## config.mk

```make
export PLATFORM = sky130hd
export DESIGN_NAME = spsc_pll_regs
export DESIGN_NICKNAME = d
export VERILOG_FILES = /design/src/logic/spsc_pkg.sv /design/src/logic/spsc_ref_divider.sv /design/src/logic/spsc_pll_regs.sv
export SDC_FILE = /design/constraint.sdc
export NUM_CORES = 1
export LEC_CHECK = 0
export ABC_AREA = 1
export BUFFER_PORTS_ARGS = -buffer_cell sky130_fd_sc_hd__buf_2
export CORE_UTILIZATION = 30
export DETAILED_ROUTE_END_ITERATION = 16
export GPL_ROUTABILITY_DRIVEN = 0
export SYNTH_ARGS = -nofsm -noshare
export SYNTH_HDL_FRONTEND = slang
export SYNTH_HIERARCHICAL = 1
export SYNTH_SLANG_ARGS = --single-unit
export TNS_END_PERCENT = 10
```

## constraint.sdc

```tcl
create_clock -name sys_clk_i -period 3.5 [get_ports sys_clk_i]
set_input_delay 0.525 -clock sys_clk_i [delete_from_list [all_inputs] [get_ports sys_clk_i]]
set_output_delay 0.525 -clock sys_clk_i [all_outputs]
set_load 0.01 [all_outputs]
```

## src/logic/spsc_pkg.sv

```systemverilog
package spsc_pkg;

   // ------------------------------------------------------------
   // Register bus widths and addresses
   // ------------------------------------------------------------
   localparam int          ADDR_W          = 12;
   localparam int          DATA_W          = 8;
   localparam logic [11:0] ADDR_PLL_ENABLE = 12'h280;
   localparam logic [11:0] ADDR_PLL_STATUS = 12'h281;
   localparam logic [11:0] ADDR_REF_DIV    = 12'h289;
   localparam logic [11:0] ADDR_TERM_CAL   = 12'h2a7;
   localparam logic [11:0] ADDR_LINK_CTRL0 = 12'h300;

   // ------------------------------------------------------------
   // Field positions
   // ------------------------------------------------------------
   localparam int BIT_PUMP_HIGH   = 5;
   localparam int BIT_PUMP_LOW    = 4;
   localparam int BIT_CAL_GOOD    = 3;
   localparam int BIT_OSC_CAL_RUN = 2;
   localparam int BIT_BIAS_OK     = 1;
   localparam int BIT_LOCKED      = 0;
   localparam int BIT_RECAL       = 2;
   localparam int BIT_ENABLE      = 0;
   localparam int BIT_TERM_TRIG   = 0;
   localparam int BIT_CHECKSUM    = 6;
   localparam int BIT_LINK_EN     = 0;
   localparam int DIV_LSB         = 0;
   localparam int DIV_MSB         = 1;

   // ------------------------------------------------------------
   // Reset values and masks
   // ------------------------------------------------------------
   localparam logic [7:0] RST_ZERO       = 8'h00;
   localparam logic [7:0] RST_REF_DIV    = 8'h04;
   localparam logic [7:0] MASK_ENABLE    = 8'hfd;
   localparam logic [7:0] MASK_TERM      = 8'h01;
   localparam logic [7:0] MASK_LINK0     = 8'h41;

   // ------------------------------------------------------------
   // Divider codes and counts
   // ------------------------------------------------------------
   localparam logic [1:0] DIV_BY4 = 2'h0;
   localparam logic [1:0] DIV_BY2 = 2'h1;
   localparam logic [1:0] DIV_BY1 = 2'h2;
   localparam logic [1:0] CNT_BY4 = 2'h3;
   localparam logic [1:0] CNT_BY2 = 2'h1;
   localparam logic [1:0] CNT_BY1 = 2'h0;

   // ------------------------------------------------------------
   // Carriers
   // ------------------------------------------------------------
   typedef struct packed {
      logic pump_high;
      logic pump_low;
      logic bias_ok;
      logic locked;
      logic cal_done;
      logic cal_ok;
   } spsc_pll_sense_t;

   typedef struct packed {
      logic       enable;
      logic       cal_start;
      logic [1:0] div_sel;
   } spsc_pll_ctrl_t;

   typedef enum logic [1:0] {
      CAL_IDLE,
      CAL_BIAS_WAIT,
      CAL_RUN
   } spsc_cal_state_t;

endpackage : spsc_pkg

```

## src/logic/spsc_ref_divider.sv

```systemverilog
`timescale 1ns/10ps
module spsc_ref_divider (
   input  wire logic       sys_clk_i,
   input  wire logic       rst_i,
   input  wire logic       ref_tick_i,
   input  wire logic [1:0] div_sel_i,
   output logic            pfd_tick_o
);

   logic [1:0] cnt_q;
   logic [1:0] cnt_d;
   logic       tick_q;
   logic       tick_d;

   // ------------------------------------------------------------
   // Terminal count per code
   // ------------------------------------------------------------
   function automatic logic [1:0] last_count(input logic [1:0] sel);
      case (sel)
         spsc_pkg::DIV_BY4: last_count = spsc_pkg::CNT_BY4;
         spsc_pkg::DIV_BY2: last_count = spsc_pkg::CNT_BY2;
         spsc_pkg::DIV_BY1: last_count = spsc_pkg::CNT_BY1;
         default:           last_count = spsc_pkg::CNT_BY1;
      endcase
   endfunction : last_count

   always_comb begin
      cnt_d  = cnt_q;
      tick_d = 1'b0;
      if (ref_tick_i) begin
         if (cnt_q >= last_count(div_sel_i)) begin
            cnt_d  = 2'h0;
            tick_d = 1'b1;
         end else begin
            cnt_d = cnt_q + 2'h1;
         end
      end
   end

   always_ff @(posedge sys_clk_i or posedge rst_i) begin
      if (rst_i) begin
         cnt_q  <= 2'h0;
         tick_q <= 1'b0;
      end else begin
         cnt_q  <= cnt_d;
         tick_q <= tick_d;
      end
   end

   assign pfd_tick_o = tick_q;
endmodule : spsc_ref_divider

```

## src/logic/spsc_pll_regs.sv

```systemverilog
// Behaviour
// Status bit 5 shows charge pump out of range high.
// Status bit 4 shows charge pump out of range low.
// Status bit 3 set once PLL calibration finished successfully.
// Status bit 2 reads 1 while oscillator calibration runs.
// Status bit 1 reads 1 once bias currents are ready.
// Status bit 0 follows PLL lock; read-only.
// Divider code 00 divides reference by 4, 01 by 2, 10 by 1.
// Software keeps divided reference between 35 and 80 MHz.
// Software picks division from lane rate.
// Software writes ones into divider register bits 7 to 2.
// Rising edge on termination bit 0 starts termination calibration.
// Rising edge on recalibrate bit 2 restarts PLL calibration.
// Setting enable bit 0 enables PLL and starts calibration.
// Status reads zero after reset, tracks PLL; writes ignored.
`timescale 1ns/10ps
module spsc_pll_regs (
   input  wire logic                     sys_clk_i,
   input  wire logic                     rst_i,
   input  wire logic [11:0]              cfg_addr_i,
   input  wire logic                     cfg_wr_i,
   input  wire logic                     cfg_rd_i,
   input  wire logic [7:0]               cfg_wdata_i,
   output logic      [7:0]               cfg_rdata_o,
   output logic                          cfg_rvalid_o,
   input  wire spsc_pkg::spsc_pll_sense_t pll_sense_i,
   output spsc_pkg::spsc_pll_ctrl_t      pll_ctrl_o,
   input  wire logic                     ref_tick_i,
   output logic                          pfd_tick_o,
   output logic                          term_cal_start_o,
   output logic                          link_en_o,
   output logic                          checksum_mode_o
);

   // ------------------------------------------------------------
   // Declarations
   // ------------------------------------------------------------
   logic [7:0]                enable_q;
   logic [7:0]                enable_d;
   logic [7:0]                ref_div_q;
   logic [7:0]                ref_div_d;
   logic [7:0]                term_q;
   logic [7:0]                term_d;
   logic [7:0]                link0_q;
   logic [7:0]                link0_d;
   logic [7:0]                status_q;
   logic [7:0]                status_d;
   logic [7:0]                rdata_q;
   logic [7:0]                rdata_d;
   logic                      rvalid_q;
   logic                      rvalid_d;
   logic                      term_start_q;
   logic                      term_start_d;
   spsc_pkg::spsc_cal_state_t state_q;
   spsc_pkg::spsc_cal_state_t state_d;
   logic                      good_q;
   logic                      good_d;
   spsc_pkg::spsc_pll_ctrl_t  ctrl_q;
   spsc_pkg::spsc_pll_ctrl_t  ctrl_d;
   logic                      cal_trigger;
   logic                      wr_enable;
   logic                      wr_term;

   // ------------------------------------------------------------
   // Helpers
   // ------------------------------------------------------------
   function automatic logic rising(input logic old_v, input logic new_v);
      rising = !old_v && new_v;
   endfunction : rising

   function automatic logic hit(input logic [11:0] addr, input logic [11:0] reg_addr);
      hit = (addr == reg_addr);
   endfunction : hit

   assign wr_enable = cfg_wr_i && hit(cfg_addr_i, spsc_pkg::ADDR_PLL_ENABLE);
   assign wr_term   = cfg_wr_i && hit(cfg_addr_i, spsc_pkg::ADDR_TERM_CAL);

   // ------------------------------------------------------------
   // Writable registers
   // ------------------------------------------------------------
   always_comb begin
      enable_d     = enable_q;
      ref_div_d    = ref_div_q;
      term_d       = term_q;
      link0_d      = link0_q;
      term_start_d = 1'b0;
      cal_trigger  = 1'b0;
      if (wr_enable) begin
         enable_d = cfg_wdata_i & spsc_pkg::MASK_ENABLE;
         if (rising(enable_q[spsc_pkg::BIT_ENABLE], cfg_wdata_i[spsc_pkg::BIT_ENABLE])) begin
            cal_trigger = 1'b1;
         end
         if (rising(enable_q[spsc_pkg::BIT_RECAL], cfg_wdata_i[spsc_pkg::BIT_RECAL])) begin
            cal_trigger = 1'b1;
         end
      end
      if (cfg_wr_i && hit(cfg_addr_i, spsc_pkg::ADDR_REF_DIV)) begin
         ref_div_d = cfg_wdata_i;
      end
      if (wr_term) begin
         term_d = cfg_wdata_i & spsc_pkg::MASK_TERM;
         term_start_d = rising(term_q[spsc_pkg::BIT_TERM_TRIG],
                               cfg_wdata_i[spsc_pkg::BIT_TERM_TRIG]);
      end
      if (cfg_wr_i && hit(cfg_addr_i, spsc_pkg::ADDR_LINK_CTRL0)) begin
         link0_d = cfg_wdata_i & spsc_pkg::MASK_LINK0;
      end
   end

   always_ff @(posedge sys_clk_i or posedge rst_i) begin
      if (rst_i) begin
         enable_q     <= spsc_pkg::RST_ZERO;
         ref_div_q    <= spsc_pkg::RST_REF_DIV;
         term_q       <= spsc_pkg::RST_ZERO;
         link0_q      <= spsc_pkg::RST_ZERO;
         term_start_q <= 1'b0;
      end else begin
         enable_q     <= enable_d;
         ref_div_q    <= ref_div_d;
         term_q       <= term_d;
         link0_q      <= link0_d;
         term_start_q <= term_start_d;
      end
   end

   // ------------------------------------------------------------
   // Calibration sequencer
   // ------------------------------------------------------------
   always_comb begin
      state_d          = state_q;
      good_d           = good_q;
      ctrl_d           = ctrl_q;
      ctrl_d.cal_start = 1'b0;
      ctrl_d.enable    = enable_d[spsc_pkg::BIT_ENABLE];
      ctrl_d.div_sel   = ref_div_d[spsc_pkg::DIV_MSB:spsc_pkg::DIV_LSB];
      case (state_q)
         spsc_pkg::CAL_IDLE: begin
            if (cal_trigger) begin
               state_d = spsc_pkg::CAL_BIAS_WAIT;
               good_d  = 1'b0;
            end
         end
         spsc_pkg::CAL_BIAS_WAIT: begin
            if (cal_trigger) begin
               state_d = spsc_pkg::CAL_BIAS_WAIT;
               good_d  = 1'b0;
            end else if (pll_sense_i.bias_ok) begin
               state_d          = spsc_pkg::CAL_RUN;
               ctrl_d.cal_start = 1'b1;
            end
         end
         spsc_pkg::CAL_RUN: begin
            if (cal_trigger) begin
               state_d = spsc_pkg::CAL_BIAS_WAIT;
               good_d  = 1'b0;
            end else if (pll_sense_i.cal_done) begin
               state_d = spsc_pkg::CAL_IDLE;
               good_d  = pll_sense_i.cal_ok;
            end
         end
         default: begin
            state_d = spsc_pkg::CAL_IDLE;
         end
      endcase
      if (!enable_d[spsc_pkg::BIT_ENABLE]) begin
         state_d          = spsc_pkg::CAL_IDLE;
         good_d           = 1'b0;
         ctrl_d.cal_start = 1'b0;
      end
   end

   always_ff @(posedge sys_clk_i or posedge rst_i) begin
      if (rst_i) begin
         state_q <= spsc_pkg::CAL_IDLE;
         good_q  <= 1'b0;
         ctrl_q  <= '0;
      end else begin
         state_q <= state_d;
         good_q  <= good_d;
         ctrl_q  <= ctrl_d;
      end
   end

   // ------------------------------------------------------------
   // Status capture
   // ------------------------------------------------------------
   always_comb begin
      status_d                            = spsc_pkg::RST_ZERO;
      status_d[spsc_pkg::BIT_PUMP_HIGH]   = pll_sense_i.pump_high;
      status_d[spsc_pkg::BIT_PUMP_LOW]    = pll_sense_i.pump_low;
      status_d[spsc_pkg::BIT_CAL_GOOD]    = good_q;
      status_d[spsc_pkg::BIT_OSC_CAL_RUN] = (state_q == spsc_pkg::CAL_RUN);
      status_d[spsc_pkg::BIT_BIAS_OK]     = pll_sense_i.bias_ok;
      status_d[spsc_pkg::BIT_LOCKED]      = pll_sense_i.locked;
   end

   always_ff @(posedge sys_clk_i or posedge rst_i) begin
      if (rst_i) begin
         status_q <= spsc_pkg::RST_ZERO;
      end else begin
         status_q <= status_d;
      end
   end

   // ------------------------------------------------------------
   // Read port
   // ------------------------------------------------------------
   always_comb begin
      rvalid_d = cfg_rd_i;
      rdata_d  = spsc_pkg::RST_ZERO;
      if (cfg_rd_i) begin
         case (cfg_addr_i)
            spsc_pkg::ADDR_PLL_ENABLE: rdata_d = enable_q;
            spsc_pkg::ADDR_PLL_STATUS: rdata_d = status_q;
            spsc_pkg::ADDR_REF_DIV:    rdata_d = ref_div_q;
            spsc_pkg::ADDR_TERM_CAL:   rdata_d = term_q;
            spsc_pkg::ADDR_LINK_CTRL0: rdata_d = link0_q;
            default:                   rdata_d = spsc_pkg::RST_ZERO;
         endcase
      end
   end

   always_ff @(posedge sys_clk_i or posedge rst_i) begin
      if (rst_i) begin
         rdata_q  <= spsc_pkg::RST_ZERO;
         rvalid_q <= 1'b0;
      end else begin
         rdata_q  <= rdata_d;
         rvalid_q <= rvalid_d;
      end
   end

   // ------------------------------------------------------------
   // Reference divider
   // ------------------------------------------------------------
   spsc_ref_divider u_ref_div (
      .sys_clk_i  (sys_clk_i),
      .rst_i      (rst_i),
      .ref_tick_i (ref_tick_i),
      .div_sel_i  (ctrl_q.div_sel),
      .pfd_tick_o (pfd_tick_o)
   );

   // ------------------------------------------------------------
   // Outputs
   // ------------------------------------------------------------
   assign cfg_rdata_o      = rdata_q;
   assign cfg_rvalid_o     = rvalid_q;
   assign pll_ctrl_o       = ctrl_q;
   assign term_cal_start_o = term_start_q;
   assign link_en_o        = link0_q[spsc_pkg::BIT_LINK_EN];
   assign checksum_mode_o  = link0_q[spsc_pkg::BIT_CHECKSUM];
endmodule : spsc_pll_regs

```

==> metrics.md <==
| Metric | Value |
|---|---|
| Fill count | `682` |
| Yosys cell types | `34` |
| # DRC | `10` |
| Status | `complete, but fails checks` |
| FF/Latch Area | `1030 sq um` |
| Final ANT Viol Nets | `0` |
| Post-Syn Instances | `approximately 240` |
| Synth area leader | `dfrtp_1` |
| Fmax | `just under 0.6 GHz` |
| Clock latency on the worst-skew pair | `about 290 ps` |
| Final instance area | `~2400 sq um` |
| Post-synth top flop | `dfrtp_1` |
| Via total after detailed routing | `~1600` |
| Final period util | `0.487` |
| Initial DRC count | `84` |
| Hold Worst Slack | `about 100 ps` |
| Max-Cap Viols | `0` |
| Min-delay worst type | `primary input to asynchronous set/reset pin` |
| Mapped Nets | `between 200 and 300` |
| TNS Setup | `0 ps` |
| Final slew viol count | `0` |
| CP arrival | `~1900 ps` |
| Final Core Density | `0.380` |
| Final Power | `just over 1 mW` |
| Peak supply drop | `about 0.23 mV` |
| First-pass GRT wire length | `about 7600 microns` |
| CP startpoint kind | `primary input` |
| # setup viols final | `0` |
| Violations in the final reports | `design-rule violations` |
| Tmin final | `~1700 ps` |
| Num rows | `29` |
| Area after DPL | `about 2300 sq um` |
| Post-Syn Area | `2030 sq um` |
| Total grt overflow | `0` |
| Via-to-Cell Ratio | `around 4.5` |
| CTS sink cnt | `~40` |
| Avg WL per Cell | `between 10 and 15 microns` |
| Syn avg cell area | `8.64 sq um` |
| Post-route insts no fill | `roughly 360` |
| Count leader, synth | `nand2_1` |
| Yosys reg bits | `between 40 and 50` |
| GRT Total Usage | `0.136` |
| Register area share after synthesis | `0.506` |
| Longest Clk Path Bufs | `2` |
| Worst EP required | `between 3000 and 4000 ps` |
| Synth warnings | `6` |
| Ports | `48` |
| Fin nets | `approximately 320` |
| Synth top area cells | `dfrtp_1, nand2_1, inv_1` |
| Ys async rst share | `1.00` |
| DRT Pass-1 Iters | `10` |
| Placed Cells | `354` |
| Post-CTS setup buffers | `0` |
| Number of diodes | `0` |
| Core Area | `roughly 6400 sq um` |
| CP endpoint kind | `flop` |
| Cells resized by post-CTS repair | `0` |
| Initial antenna violation count | `0` |
| CTS buffer count | `5` |
| Clk root buf | `clkbuf_8` |
| Final Skew | `around 9.1 ps` |
| CTS tree | `built` |
| Die Y | `between 80 and 90 microns` |
| DP HPWL | `roughly 3300 microns` |
| H-tree depth | `2` |
| Post-CTS Hold Fix Bufs | `0` |
| Area of the multi-input gates | `between 800 and 900 sq um` |
| Hold Vio Cnt, Final | `0` |
| Final wirelength | `~4300 microns` |
| Die span in x | `84.3 microns` |
| Leak | `1.34 nW` |
| IO Port Bufs | `between 40 and 50` |
| Ratio of cells with drive above 1 in the final layout | `0.298` |
| Pre-CTS WS | `approximately 1500 ps` |
| Pin count of the biggest net entering global routing | `39` |
| Rel. slew slack | `0.486` |
| Setup slack after layout | `between 1500 and 2000 ps` |
| Yosys top cell area share | `0.493` |
| Number of flops mapped to enable cells by yosys | `0` |
| Crit path kind | `primary input to flop` |
| RSZ-0062 raised after global routing | `no` |
| Area Growth Syn to Fin | `20.3%` |
| Vias in the first global route | `about 1600` |
| Actual slew at the worst max-slew pin | `around 760 ps` |
| Crit Path Max Fanout | `14` |
| Power density over the cells | `a little over 400 nW/um^2` |
| Die area | `7100 sq um` |
| Initial core utilization | `0.316` |
| Clk slew on worst S/H paths | `approximately 80 ps` |
| Synth cell count leaders | `nand2_1, dfrtp_1, inv_1, nand3_1, nor2_1` |
-- where the power goes --
part           total (mW)  internal [mW]  switching, mW
Combinational       0.120         0.0473         0.0723
Sequential          0.507          0.493         0.0139
Clock               0.389          0.232          0.157
-- sequential cells by signal, indices dropped and copies added, names as in the netlist --
name,flops
enable_q,7
ref_div_q,8
term_q,1
cfg_rvalid_o,1
u_ref_div/pfd_tick_o,1
term_cal_start_o,1
status_q,6
good_q,1
u_ref_div/cnt_q,2
cfg_rdata_o,8
link0_q,2
pll_ctrl_o,1
state_q,2
-- routing by layer --
metal  GRT usage  share of wire  vias to the layer above
met2       0.220           0.45                       40
met4      0.0329         0.0088                        0
met1       0.179           0.49                      743
li1            -              -                      849
met5           0              0                        -
met3      0.0433          0.052                        4
-- layout make-up --
| cell class | count | area share |
|---|---|---|
| clock inverter | 1 | 0.0123 |
| clock buffer | 7 | 0.0353 |
| tap | 77 | 0.0394 |
| inverter | 33 | 0.0517 |
| multi-input combinational | 155 | 0.341 |
| timing repair buffer | 48 | 0.0994 |
| sequential | 41 | 0.421 |
-- critical path: stages --
cell and delay, ps:
buf_2 100, nor2_2 160, inv_1 90, nor2_2 180
nand3_2 280, nand2_1 190, nand2_2 110, nand3_2 100
nand2_1 70, nand2_1 50, nand2_1 40
-- path summary, 6_finish.rpt --
kind                                         to  slack (ps)  cells past startpoint           start
max in group asynchronous          ref_div_q[2]        2790                      3           rst_i
max                                      good_q        1800                     11  cfg_addr_i[11]
min reg2reg                         status_q[3]         400                      0          good_q
max reg2reg                          state_q[0]        2030                      9     enable_q[0]
min                        u_ref_div/pfd_tick_o         100                      2           rst_i
min in group sys_clk_i              status_q[4]         330                      1  pll_sense_i[4]
-- cells in the final DEF, fill, tap and decap left out, drive strengths merged --
cell type / synthesis / routed
nand2: 64 / 64
buf: 5 / 48
dfrtp: 40 / 40
inv: 32 / 32
nor2: 23 / 23
nand3: 21 / 21
o21ai: 19 / 19
a21oi: 10 / 10
nand4: 7 / 7
clkbuf: 1 / 7
nor3: 3 / 3
nor4: 2 / 2
ha: 2 / 2
clkinv: 1 / 1
o211ai: 1 / 1
mux2: 1 / 1
bufinv: 0 / 1
dfstp: 1 / 1
xnor2: 1 / 1
or2: 1 / 1
-- kinds of logic (layout without fill, tap and decap cells) --
kind of cell             count (synthesis)  in the layout  share of synthesized area
AND/OR/NAND/NOR                        121            121                      0.306
multiplexers                             1              1                    0.00740
adder cells (fa/ha/maj)                  2              2                     0.0123
buffers and inverters                   39             89                     0.0832
flip-flops                              41             41                      0.506
XOR/XNOR                                 1              1                    0.00432
AO/OA/AOI/OAI                           30             30                     0.0808
No activity file was read; power rests on OpenSTA's default activity.
